`config.mk`:
```
export PLATFORM = sky130hd
export DESIGN_NAME = liuhw_ctrl
export DESIGN_NICKNAME = d
export VERILOG_FILES = /design/src/inc/liuhw_pkg.sv /design/src/core/liuhw_los_det.sv /design/src/core/liuhw_drv_mon.sv /design/src/core/liuhw_ctrl.sv
export VERILOG_INCLUDE_DIRS = /design/src /design/src/inc
export SDC_FILE = /design/constraint.sdc
export NUM_CORES = 1
export LEC_CHECK = 0
export ABC_AREA = 1
export BUFFER_PORTS_ARGS = -buffer_cell sky130_fd_sc_hd__buf_2
export CORE_ASPECT_RATIO = 0.6
export CORE_MARGIN = 10
export CORE_UTILIZATION = 64
export DETAILED_ROUTE_END_ITERATION = 7
export PLACE_DENSITY_LB_ADDON = 0.08
export SETUP_SLACK_MARGIN = 0.02
export SLEW_MARGIN = 20
export SYNTH_ARGS = -nofsm -noshare
export SYNTH_HDL_FRONTEND = slang
export SYNTH_SLANG_ARGS = --single-unit
```
`constraint.sdc`:
```
create_clock -name hclk -period 6.9 [get_ports hclk]
set_clock_uncertainty 0.15 [all_clocks]
set_input_delay 0.345 -clock hclk [delete_from_list [all_inputs] [get_ports hclk]]
set_output_delay 0.345 -clock hclk [all_outputs]
set_load 0.005 [all_outputs]
```
`src/inc/liuhw_map.svh`:
```
`ifndef LIUHW_MAP_SVH
`define LIUHW_MAP_SVH

`define LIUHW_NUM_CH          8
`define LIUHW_DMO_LIMIT       128
`define LIUHW_LOS_ZEROS_E1    32
`define LIUHW_LOS_ZEROS_T1    175
`define LIUHW_RESET_MIN_NS    10000
`define LIUHW_CLK_NS          10
`define LIUHW_RESET_CYCLES    ((`LIUHW_RESET_MIN_NS + `LIUHW_CLK_NS - 1) / `LIUHW_CLK_NS)

`define LIUHW_OFF_CTRL        12'h000
`define LIUHW_OFF_LOOP        12'h004
`define LIUHW_OFF_STATUS      12'h008
`define LIUHW_OFF_MASK        12'h00C
`define LIUHW_OFF_RAW         12'h010
`define LIUHW_OFF_TERM        12'h014
`define LIUHW_OFF_CFG         12'h018

`define LIUHW_CTRL_HOSTMODE   0
`define LIUHW_CTRL_AAO        1
`define LIUHW_CTRL_RAIL       2
`define LIUHW_CTRL_GAUGE      3
`define LIUHW_CTRL_RATIO      4
`define LIUHW_CTRL_TXT        5
`define LIUHW_CTRL_RXT        6
`define LIUHW_CTRL_E1         7
`define LIUHW_CTRL_TER_LO     8
`define LIUHW_CTRL_RXT_PIN    10

`define LIUHW_RST_CTRL        32'h0000_0000

`endif

```
`src/inc/liuhw_pkg.sv`:
```
package liuhw_pkg;
	typedef enum logic [1:0] {
		liuhw_lb_normal,
		liuhw_lb_local,
		liuhw_lb_remote,
		liuhw_lb_digital
	} liuhw_loop_t;

	typedef enum logic [1:0] {
		liuhw_ohm_100,
		liuhw_ohm_110,
		liuhw_ohm_75,
		liuhw_ohm_120
	} liuhw_ohm_t;

	typedef enum {
		liuhw_ph_addr,
		liuhw_ph_data
	} liuhw_phase_t;
endpackage

```
`src/core/liuhw_los_det.sv`:
```
`timescale 1ns/1ps
`include "liuhw_map.svh"

module liuhw_los_det
	import liuhw_pkg::*;
#(
	parameter int E1_ZEROS = `LIUHW_LOS_ZEROS_E1,
	parameter int T1_ZEROS = `LIUHW_LOS_ZEROS_T1
) (
	input  wire logic hclk,
	input  wire logic hresetn,
	input  wire logic bit_en,
	input  wire logic rx_bit,
	input  wire logic analog_loss,
	input  wire logic e1_mode,
	output logic      los
);
	logic [7:0] zeros;
	logic [7:0] next_zeros;
	logic       next_los;
	logic [7:0] limit;

	always_comb begin
		limit      = e1_mode ? 8'(E1_ZEROS) : 8'(T1_ZEROS);
		next_zeros = zeros;
		next_los   = los;
		if (!analog_loss) begin
			next_zeros = 8'h00;
			next_los   = 1'b0;
		end else if (bit_en) begin
			if (rx_bit) begin
				next_zeros = 8'h00;
			end else if (zeros < limit) begin
				next_zeros = zeros + 8'h01;
			end
			// Declared only after the full run of zeros
			if (!rx_bit && zeros + 8'h01 >= limit) begin
				next_los = 1'b1;
			end
		end
	end

	always_ff @(posedge hclk or negedge hresetn) begin
		if (!hresetn) begin
			zeros <= 8'h00;
			los   <= 1'b0;
		end else begin
			zeros <= next_zeros;
			los   <= next_los;
		end
	end
endmodule

```
`src/core/liuhw_drv_mon.sv`:
```
`timescale 1ns/1ps
`include "liuhw_map.svh"

module liuhw_drv_mon
	import liuhw_pkg::*;
#(
	parameter int LIMIT = `LIUHW_DMO_LIMIT
) (
	input  wire logic hclk,
	input  wire logic hresetn,
	input  wire logic tx_clk_en,
	input  wire logic tx_pulse,
	input  wire logic short_det,
	output logic      fault
);
	logic [7:0] idle;
	logic [7:0] next_idle;
	logic       next_fault;

	always_comb begin
		next_idle  = idle;
		if (tx_pulse) begin
			next_idle = 8'h00;
		end else if (tx_clk_en && idle <= 8'(LIMIT)) begin
			next_idle = idle + 8'h01;
		end
		// Flag tracks the live condition, clears once pulses return
		next_fault = short_det || (idle > 8'(LIMIT));
	end

	always_ff @(posedge hclk or negedge hresetn) begin
		if (!hresetn) begin
			idle  <= 8'h00;
			fault <= 1'b0;
		end else begin
			idle  <= next_idle;
			fault <= next_fault;
		end
	end
endmodule

```
`src/core/liuhw_ctrl.sv`:
```
// Local design decisions: the placing of the registers and the AHB-Lite interface to the registers.
`timescale 1ns/1ps
`include "liuhw_map.svh"

module liuhw_ctrl
	import liuhw_pkg::*;
#(
	parameter int NUM_CH       = `LIUHW_NUM_CH,
	parameter int RESET_CYCLES = `LIUHW_RESET_CYCLES
) (
	input  wire logic              hclk,
	input  wire logic              hresetn,
	input  wire logic              hsel,
	input  wire logic [11:0]       haddr,
	input  wire logic [1:0]        htrans,
	input  wire logic              hwrite,
	input  wire logic [2:0]        hsize,
	input  wire logic [31:0]       hwdata,
	input  wire logic              hready,
	output logic      [31:0]       hrdata,
	output logic                   hreadyout,
	output logic                   hresp,
	input  wire logic              chip_reset_n,
	input  wire logic              auto_all_ones_on_loss,
	input  wire logic              rail_format_select,
	input  wire logic              cable_gauge_select,
	input  wire logic              tx_transformer_ratio_select,
	input  wire logic              tx_termination_select,
	input  wire logic              rx_termination_select,
	input  wire logic [1:0]        termination_impedance_select,
	input  wire logic [NUM_CH-1:0] loopback_sel_hi,
	input  wire logic [NUM_CH-1:0] loopback_sel_lo,
	input  wire logic [NUM_CH-1:0] channel_tx_clock,
	input  wire logic [NUM_CH-1:0] tx_pulse_seen,
	input  wire logic [NUM_CH-1:0] tx_short_detect,
	input  wire logic [NUM_CH-1:0] rx_bit_en,
	input  wire logic [NUM_CH-1:0] rx_bit,
	input  wire logic [NUM_CH-1:0] rx_analog_loss,
	input  wire logic [NUM_CH-1:0] tx_data,
	output logic      [NUM_CH-1:0] driver_fault_flag,
	output logic      [NUM_CH-1:0] receive_loss_of_signal,
	output logic      [NUM_CH-1:0] tx_line_data,
	output logic      [NUM_CH-1:0] tx_send_all_ones,
	output logic      [NUM_CH-1:0] lb_local,
	output logic      [NUM_CH-1:0] lb_remote,
	output logic      [NUM_CH-1:0] lb_digital,
	output logic                   single_rail,
	output logic                   coder_bypass,
	output logic                   gauge_26,
	output logic                   ratio_1_to_2,
	output logic                   tx_term_internal,
	output logic      [NUM_CH-1:0] rx_term_internal,
	output logic      [1:0]        term_impedance,
	output logic                   term_impedance_valid,
	output logic                   device_in_reset,
	output logic                   irq,
	output logic                   int_n_out,
	output logic                   int_n_oe
);
	logic [31:0]       ctrl;
	logic [31:0]       next_ctrl;
	logic [2*NUM_CH-1:0] loopreg;
	logic [2*NUM_CH-1:0] next_loopreg;
	logic [2*NUM_CH-1:0] status;
	logic [2*NUM_CH-1:0] next_status;
	logic [2*NUM_CH-1:0] mask;
	logic [2*NUM_CH-1:0] next_mask;
	logic [NUM_CH-1:0] rxterm;
	logic [NUM_CH-1:0] next_rxterm;
	logic [11:0]       a_addr;
	logic              a_wr;
	logic              a_rd;
	logic [11:0]       next_a_addr;
	logic              next_a_wr;
	logic              next_a_rd;
	logic [31:0]       next_hrdata;
	logic [13:0]       rst_cnt;
	logic [13:0]       next_rst_cnt;
	logic              next_in_reset;
	logic [NUM_CH-1:0] tclk_q;
	logic [2*NUM_CH-1:0] events;
	logic [2*NUM_CH-1:0] ev_prev;
	logic              host_mode;
	logic              e1_mode;
	logic              take;

	function automatic logic [1:0] loop_sel(input logic [2*NUM_CH-1:0] bits, input int ch);
		loop_sel = bits[2*ch +: 2];
	endfunction

	assign host_mode = ctrl[`LIUHW_CTRL_HOSTMODE];
	assign e1_mode   = ctrl[`LIUHW_CTRL_E1];

	genvar g;
	generate
		for (g = 0; g < NUM_CH; g++) begin : gen_ch
			logic [1:0] mode;
			// Transmit clock rising edge seen on the system clock
			liuhw_drv_mon u_mon (
				.hclk      (hclk),
				.hresetn   (hresetn),
				.tx_clk_en (channel_tx_clock[g] & ~tclk_q[g]),
				.tx_pulse  (tx_pulse_seen[g]),
				.short_det (tx_short_detect[g]),
				.fault     (driver_fault_flag[g])
			);
			liuhw_los_det u_los (
				.hclk        (hclk),
				.hresetn     (hresetn),
				.bit_en      (rx_bit_en[g]),
				.rx_bit      (rx_bit[g]),
				.analog_loss (rx_analog_loss[g]),
				.e1_mode     (e1_mode),
				.los         (receive_loss_of_signal[g])
			);
			assign mode = host_mode ? loop_sel(loopreg, g) : {loopback_sel_hi[g], loopback_sel_lo[g]};
			assign lb_local[g]   = (mode == liuhw_lb_local);
			assign lb_remote[g]  = (mode == liuhw_lb_remote);
			assign lb_digital[g] = (mode == liuhw_lb_digital);
			assign tx_send_all_ones[g] = (host_mode ? ctrl[`LIUHW_CTRL_AAO] : auto_all_ones_on_loss)
				& receive_loss_of_signal[g];
			assign tx_line_data[g] = tx_send_all_ones[g] | tx_data[g];
			// Pin path wins when host hands receive termination to hardware
			assign rx_term_internal[g] = (host_mode && !ctrl[`LIUHW_CTRL_RXT_PIN]) ? rxterm[g]
				: rx_termination_select;
		end
	endgenerate

	assign events = {receive_loss_of_signal, driver_fault_flag};

	always_comb begin
		single_rail      = host_mode ? ctrl[`LIUHW_CTRL_RAIL] : rail_format_select;
		coder_bypass     = !single_rail;
		gauge_26         = host_mode ? ctrl[`LIUHW_CTRL_GAUGE] : cable_gauge_select;
		tx_term_internal = host_mode ? ctrl[`LIUHW_CTRL_TXT] : tx_termination_select;
		// Internal termination forces 1:2 and ignores the ratio input
		ratio_1_to_2     = tx_term_internal ? 1'b1
			: (host_mode ? ctrl[`LIUHW_CTRL_RATIO] : tx_transformer_ratio_select);
		term_impedance   = host_mode ? ctrl[`LIUHW_CTRL_TER_LO +: 2] : termination_impedance_select;
		// Impedance applies only when transmit and channel 0 receive both terminate internally
		term_impedance_valid = tx_term_internal && rx_term_internal[0];
		irq       = |(status & mask);
		int_n_out = 1'b0;
		int_n_oe  = host_mode && irq;
	end

	// Reset pin must stay low beyond the minimum before the device resets
	always_comb begin
		next_rst_cnt  = rst_cnt;
		next_in_reset = device_in_reset;
		if (chip_reset_n) begin
			next_rst_cnt  = 14'h0000;
			next_in_reset = 1'b0;
		end else if (rst_cnt <= 14'(RESET_CYCLES)) begin
			next_rst_cnt = rst_cnt + 14'h0001;
		end
		if (!chip_reset_n && rst_cnt >= 14'(RESET_CYCLES)) begin
			next_in_reset = 1'b1;
		end
	end

	assign take      = hsel && hready && htrans[1];
	assign hreadyout = 1'b1;
	assign hresp     = 1'b0;

	always_comb begin
		next_a_addr = take ? haddr : a_addr;
		next_a_wr   = take && hwrite;
		next_a_rd   = take && !hwrite;
		next_ctrl   = ctrl;
		next_loopreg = loopreg;
		next_mask   = mask;
		next_rxterm = rxterm;
		next_status = status;
		next_hrdata = hrdata;
		if (a_wr) begin
			if (a_addr == `LIUHW_OFF_CTRL) begin
				next_ctrl = hwdata;
			end else if (a_addr == `LIUHW_OFF_LOOP) begin
				next_loopreg = hwdata[2*NUM_CH-1:0];
			end else if (a_addr == `LIUHW_OFF_STATUS) begin
				next_status = status & ~hwdata[2*NUM_CH-1:0];
			end else if (a_addr == `LIUHW_OFF_MASK) begin
				next_mask = hwdata[2*NUM_CH-1:0];
			end else if (a_addr == `LIUHW_OFF_TERM) begin
				next_rxterm = hwdata[NUM_CH-1:0];
			end
		end
		// Rising edge of a fault or loss sets status; set beats clear
		next_status = next_status | (events & ~ev_prev);
		if (take && !hwrite) begin
			next_hrdata = 32'h0000_0000;
			if (haddr == `LIUHW_OFF_CTRL) begin
				next_hrdata = ctrl;
			end else if (haddr == `LIUHW_OFF_LOOP) begin
				next_hrdata = 32'(loopreg);
			end else if (haddr == `LIUHW_OFF_STATUS) begin
				next_hrdata = 32'(status);
			end else if (haddr == `LIUHW_OFF_MASK) begin
				next_hrdata = 32'(mask);
			end else if (haddr == `LIUHW_OFF_RAW) begin
				next_hrdata = 32'(events);
			end else if (haddr == `LIUHW_OFF_TERM) begin
				next_hrdata = 32'(rxterm);
			end else if (haddr == `LIUHW_OFF_CFG) begin
				next_hrdata = {22'h000000, device_in_reset, term_impedance, rx_term_internal[0],
					tx_term_internal, ratio_1_to_2, gauge_26, coder_bypass, single_rail, irq};
			end
		end
	end

	always_ff @(posedge hclk or negedge hresetn) begin
		if (!hresetn) begin
			ctrl            <= `LIUHW_RST_CTRL;
			loopreg         <= '0;
			mask            <= '0;
			status          <= '0;
			rxterm          <= '0;
			a_addr          <= 12'h000;
			a_wr            <= 1'b0;
			a_rd            <= 1'b0;
			hrdata          <= 32'h0000_0000;
			rst_cnt         <= 14'h0000;
			device_in_reset <= 1'b0;
			tclk_q          <= '0;
			ev_prev         <= '0;
		end else begin
			ctrl            <= next_ctrl;
			loopreg         <= next_loopreg;
			mask            <= next_mask;
			status          <= next_status;
			rxterm          <= next_rxterm;
			a_addr          <= next_a_addr;
			a_wr            <= next_a_wr;
			a_rd            <= next_a_rd;
			hrdata          <= next_hrdata;
			rst_cnt         <= next_rst_cnt;
			device_in_reset <= next_in_reset;
			tclk_q          <= channel_tx_clock;
			ev_prev         <= events;
		end
	end
endmodule

```
## After elaboration in Yosys (flattened, before gate mapping)

Index checks and enable logic that the tools add are counted.

| word-level totals | value |
|---|---|
| bits in registers | 316 |
| input port bits | 135 |
| output and inout bits | 110 |
| logic and storage cells | 383 |

| cells by class | value |
|---|---|
| add/subtract/negate cells | 17 |
| order comparisons | 34 |
| eq/ne operators | 58 |
| multiplexer cells | 111 |
| bitwise operators | 42 |
| reductions and logical operators | 77 |

Operator list:

| cell | number |
|---|---|
| $mux W8 | 49 |
| $add A8 B1 Y8 const B | 16 |
| $mux W16 | 8 |
| $ge A8 B8 Y1 | 8 |
| $gt A8 B8 Y1 const B | 8 |
| $le A8 B8 Y1 const B | 8 |
| $lt A8 B8 Y1 | 8 |
| $and A16 B16 Y16 | 3 |
| $eq A12 B4 Y1 const B | 4 |
| $eq A12 B5 Y1 const B | 4 |
| $mux W1 | 40 |
| $reduce_and A2 Y1 | 17 |
| $eq A2 B2 Y1 const B | 16 |
| $mux W32 | 1 |
| $not A16 Y16 | 2 |
| $mux W14 | 2 |
| $eq A12 B3 Y1 const B | 2 |
| $logic_and A1 B1 Y1 | 24 |
| $logic_not A12 Y1 | 2 |
| $ne A3 B2 Y1 const B | 8 |
| $mux W10 | 2 |
| $reduce_bool A2 Y1 | 10 |
| $mux W2 | 9 |
| $and A1 B1 Y1 | 16 |
| 15 further kinds | 72 |

## Logic depth before layout (Yosys ltp)

| logic depth | value |
|---|---|
| word-level depth | 10 |
| mapped depth | 13 |
| mapped depth without buffers | 13 |

## Cells and area by module

A second synthesis with hierarchy kept.

| unflattened totals | value |
|---|---|
| cells, all modules | 2559 |
| area total of the unflattened synthesis | 19835.3 um^2 |

By module, submodules not included:

| module | times used | cells each | area an instance (um^2) | seq. area each (um^2) |
|---|---|---|---|---|
| liuhw_ctrl | 1 | 1055 | 8534.4 | 4304.1 |
| liuhw_los_det | 8 | 116 | 880.8 | 225.2 |
| liuhw_drv_mon | 8 | 72 | 531.8 | 225.2 |

## Least setup slack after synthesis

No wires, ideal clock.

| timing | value |
|---|---|
| path kind | reg2reg |
| start | register ctrl[7] |
| end | register gen_ch[7].u_los.zeros[5] |
| library setup time | 0.126 ns |
| data arrival time | 3.318 ns |
| required time | 6.624 ns |
| setup slack | 3.306 ns |
| stages on the path, launching flop included | 12 |
| buffers on the path | 1 |
| period minus slack after synthesis | 3.594 ns |
| cell sequence | dfrtp_1 -> inv_1 -> ha_1 -> inv_1 -> a21oi_1 -> o21ai_0 -> nand2_1 -> o211ai_1 -> nand2_1 -> o21ai_2 -> buf_2 -> o21ai_0 |

| between the ends | value |
|---|---|
| longest elaborated chain between the ends | 4 |

Ends and longest elaborated chain:

| what | RTL line | text |
|---|---|---|
| from (decl) | liuhw_ctrl.sv:60 | `logic [31:0] ctrl;` |
| from (signal assigned) | liuhw_ctrl.sv:214 | `` ctrl <= `LIUHW_RST_CTRL; `` |
| from (signal assigned) | liuhw_ctrl.sv:228 | `ctrl <= next_ctrl;` |
| $mux W8 | liuhw_los_det.sv:24 | `limit = e1_mode ? 8'(E1_ZEROS) : 8'(T1_ZEROS);` |
| $lt A8 B8 Y1 | liuhw_los_det.sv:33 | `end else if (zeros < limit) begin` |
| $ne A3 B2 Y1 (no source line) | -- |  |
| $reduce_and A2 Y1 (no source line) | -- |  |
| to (signal assigned) | liuhw_los_det.sv:48 | `zeros <= next_zeros;` |
| to (decl) | liuhw_los_det.sv:18 | `logic [7:0] zeros;` |

No other way between the ends.
A chain may end at the register's enable or synchronous reset.

## Worst setup path in the final report

| timing | value |
|---|---|
| start | register ctrl[0] |
| end | output port lb_local[5] |

| between the ends | value |
|---|---|
| longest elaborated chain between the ends | 2 |

Ends and longest elaborated chain:

| what | RTL line | text |
|---|---|---|
| $mux W2 | liuhw_ctrl.sv:116 | `assign mode = host_mode ? loop_sel(loopreg, g) : {loopback_sel_hi[g], loopback_sel_lo[g]};` |
| $eq A2 B1 Y1 | liuhw_ctrl.sv:117 | `assign lb_local[g] = (mode == liuhw_lb_local);` |
| to (decl) | liuhw_ctrl.sv:44 | `output logic [NUM_CH-1:0] lb_local,` |

No other way between the ends.

==> flow_summary_export.csv <==
group,metric,value,unit
outcome,status,"complete, no violations",
clocking,holdBufCountCts,93,
final_layout,drive_gt1_share,15.5,%
global_routing,gr-total-overflow,0,
clocking,clockRootBuffer,"clkbuf_16",
worst_setup_path,r2r_cells,14,
global_routing,grtUsageTotal,28.2,%
die,core,28900,µm²
final_layout,fillers,2157,
clocking,clk_pin_slew,0.07,ns
sta,relSlewSlack,31.9,%
synthesis,synth_top_area_cell,"dfrtp_1",
synthesis,seq_area_frac_synth,41.8,%
route,drtIter0Drc,1696,
final_layout,multi_input_area,9420,µm²
final_layout,area_growth,17.9,%
route,drcViolationCount,0,
worst_setup_path,path_max_fanout,35,
worst_setup_path,start_kind,"register",
sta,max_slew.worst_pin.slew,1.02,ns
job,cap_violations,0,
route,drtAntennaViolNets,0,
worst_setup_path,cp-end-kind,"output pin",
sta,period_share,47.5,%
min_path,min-delay-start,"haddr[2]",
final_layout,final_nets,2984,
synthesis,synthTopCellsByArea,"dfrtp_1 42%, nand2_1 14%, ha_1 7.0%, inv_1 6.0%, nand3_1 4.8%",
clocking,clk-insertion-delay-late,0.57,ns
route,first_pass_iters,5,
final_layout,final_common_cell,"nand2_1",
die,pin_count,245,
sta,drv_slew,0,
worst_setup_path,arrival,2.78,ns
power,powerDensity,183,nW/µm²
worst_setup_path,reg2reg_from,"gen_ch[5].u_los.zeros[2]",
global_routing,antenna_found_initial,2,
power,leakage,11.8,nW
synthesis,avgSynthCellArea,7.75,µm²
synthesis,ys_ff_latch,316,
min_path,min_path_type,"in2reg",
sta,finalWorstSetupSlack,3.62,ns
synthesis,synth_edf_count,0,
power,intPower,3.06,mW
synthesis,netlist_area,18900,µm²
clocking,htreeDepth,1,
die,die_x,242,µm
placed_design,io_buffers,237,
die,dieArea,37000,µm²
placed_design,place_congestion,0.936,
power,ir_worst_vdd,0.000197,V
sta,fin_setup_tns,0,ns
sta,timing.hold.ws,0.0222,ns
clocking,post-cts-setup-buffer-count,0,
route,vias,17600,
placed_design,pre_cts_ws,3.92,ns
sta,period_minus_slack,3.28,ns
clocking,cts_resized,0,
sta,rsz0062_at_grt,"false",
synthesis,yosys.area.top_type_share,41.8,%
worst_setup_path,r2r_slack,3.87,ns
clocking,cts_sinks,316,
sta,setup_violations,0,
sta,fmaxAchievable,305,MHz
clocking,clockBufferDepth,3,
die,num_rows,48,
global_routing,grt_pass1_wl,87.7,mm
sta,hold_viol_final,0,
global_routing,grt_pass1_vias,17200,
final_layout,layout_common_cells,"684 x nand2_1, 315 x dfrtp_1, 302 x inv_1, 236 x buf_2, 186 x nor2_1",
worst_setup_path,required,6.40,ns
placed_design,hpwlAfterDp,37.5,mm
global_routing,grt_max_degree,175,
synthesis,yosys_warnings,0,
worst_setup_path,timing.rr.end,"gen_ch[5].u_los.los",
min_path,min_to,"a_addr[2]",
power,power.share.sequential,47.3,%
synthesis,synth_cell_type_count,55,
die,start_util,65.4,%
clocking,cts_buffers,30,
min_path,hold_path_depth,3,
power,pwr-share-clk,43.9,%
route,wirelength,53.5,mm
synthesis,async_reset_ff_share,100,%
synthesis,ys.flop_type,"dfrtp_1",
route,vias_per_cell,5.56,
power,p_sw,1.01,mW
route,avgRoutedWirePerCell,16.9,µm
final_layout,regArea,7910,µm²
die,die_y,153,µm
synthesis,synthCells,2437,
power,power_frac_comb,8.8,%
worst_setup_path,worstSetupPathType,"reg2out",
clocking,cts_tree,"yes",
power,switching_share,24.9,%
-- through the flow --
stage / utilization, % / std cells / total power, mW / cell area (µm²)
after global routing: 77.1 / 3168 / 4.21 / 22300
final: 77.1 / 3169 / 4.07 / 22300
after global placement: 70.2 / 3018 / 2.26 / 20300
after floorplan: - / 2438 / 2.12 / 18900
after CTS: 77.1 / 3167 / 4.09 / 22300
after detailed placement: 70.2 / 3018 / 2.27 / 20300
-- registers in the layout (all words and copies together), names as in the netlist, 14 cells and up --
signal              count
ctrl                   32
gen_ch.u_los.zeros     64
hrdata                 32
rst_cnt                14
loopreg                16
status                 16
ev_prev                16
mask                   16
gen_ch.u_mon.idle      64
-- kinds of logic (layout without fill, tap and decap cells) --
logic type      after synthesis  in the layout  share of synthesized area (%)
flops                       316            316                           41.8
compound gates              297            297                           9.13
fa+ha+maj                   106            106                           7.02
xor+xnor                     58             58                           2.69
simple gates               1268           1268                           30.2
other cells                   2              5                         0.0397
mux                          10             10                          0.596
buf+inv                     380            709                           8.45
-- cell usage after synthesis, types with 2 or more instances --
| cell type | n |
|---|---|
| nand2_1 | 684 |
| o22ai_1 | 13 |
| mux2_1 | 5 |
| and2_1 | 6 |
| o21a_1 | 8 |
| conb_1 | 2 |
| o22ai_2 | 3 |
| buf_4 | 23 |
| nand3_1 | 180 |
| o31ai_1 | 11 |
| o21bai_1 | 2 |
| nor4_1 | 8 |
| nor3b_2 | 2 |
| a21oi_1 | 66 |
| clkinv_1 | 5 |
| nand4_2 | 2 |
| o21ai_0 | 111 |
| dfrtp_1 | 316 |
| nor3_4 | 2 |
| ha_1 | 106 |
| xor2_1 | 40 |
| nor2_2 | 6 |
| nor2_1 | 187 |
| nand2_2 | 21 |
| inv_1 | 302 |
| nand3_2 | 2 |
| o21ai_2 | 24 |
| nor2_4 | 5 |
| buf_2 | 27 |
| inv_2 | 5 |
| clkbuf_1 | 11 |
| and3_1 | 2 |
| mux2_2 | 5 |
| or2_2 | 29 |
| buf_6 | 5 |
| xnor2_1 | 18 |
| nor3b_1 | 4 |
| o211ai_1 | 9 |
| o21ai_1 | 45 |
| nor3_2 | 11 |
| nand3b_1 | 29 |
| nor3_1 | 30 |
| nand4_1 | 53 |
-- worst max-delay path, cell delays in order (launching register included) --
cell and delay (ns):
dfrtp_1 0.33, buf_4 0.38, inv_1 0.47, or2_2 0.42, o21ai_0 0.28, inv_1 0.08, nor2_1 0.11, buf_2 0.13
-- cell type report --
type	count	share of cell area, %
antenna	2	0.0225
tap	400	2.25
sequential	316	35.5
clock inverter	20	1.09
clock buffer	36	3.66
timing repair buffer	341	9.97
inverter	312	5.26
multi-input combinational	1742	42.3
-- power by group through the flow --
stage	combinational (mW)	clock, mW	sequential [mW]
2_1_floorplan	0.172	0	1.95
3_3_place_gp	0.302	0	1.96
3_5_place_dp	0.314	0	1.96
4_1_cts	0.355	1.81	1.93
5_1_grt	0.400	1.88	1.93
6_report	0.358	1.79	1.93
-- worst max path at each step --
stage	slack [ns]	end	from
2_1_floorplan	3.31	gen_ch[7].u_los.zeros[5]	ctrl[7]
3_3_place_gp	4.00	gen_ch[4].u_los.zeros[6]	ctrl[7]
3_5_place_dp	3.92	gen_ch[6].u_los.zeros[5]	ctrl[7]
4_1_cts	3.71	lb_local[5]	ctrl[0]
5_1_grt	3.51	gen_ch[4].u_los.zeros[5]	ctrl[7]
6_report	3.62	lb_local[5]	ctrl[0]
-- per-layer routing --
| metal | track usage (%) | up-vias | wire, µm |
|---|---|---|---|
| met4 | 10.4 | 0 | 1930 |
| met1 | 37.6 | 8282 | 22800 |
| li1 | - | 8473 | - |
| met5 | 0 | - | 0 |
| met2 | 45.5 | 734 | 24700 |
| met3 | 5.08 | 140 | 4110 |
Power figures use the tool's default switching activity.
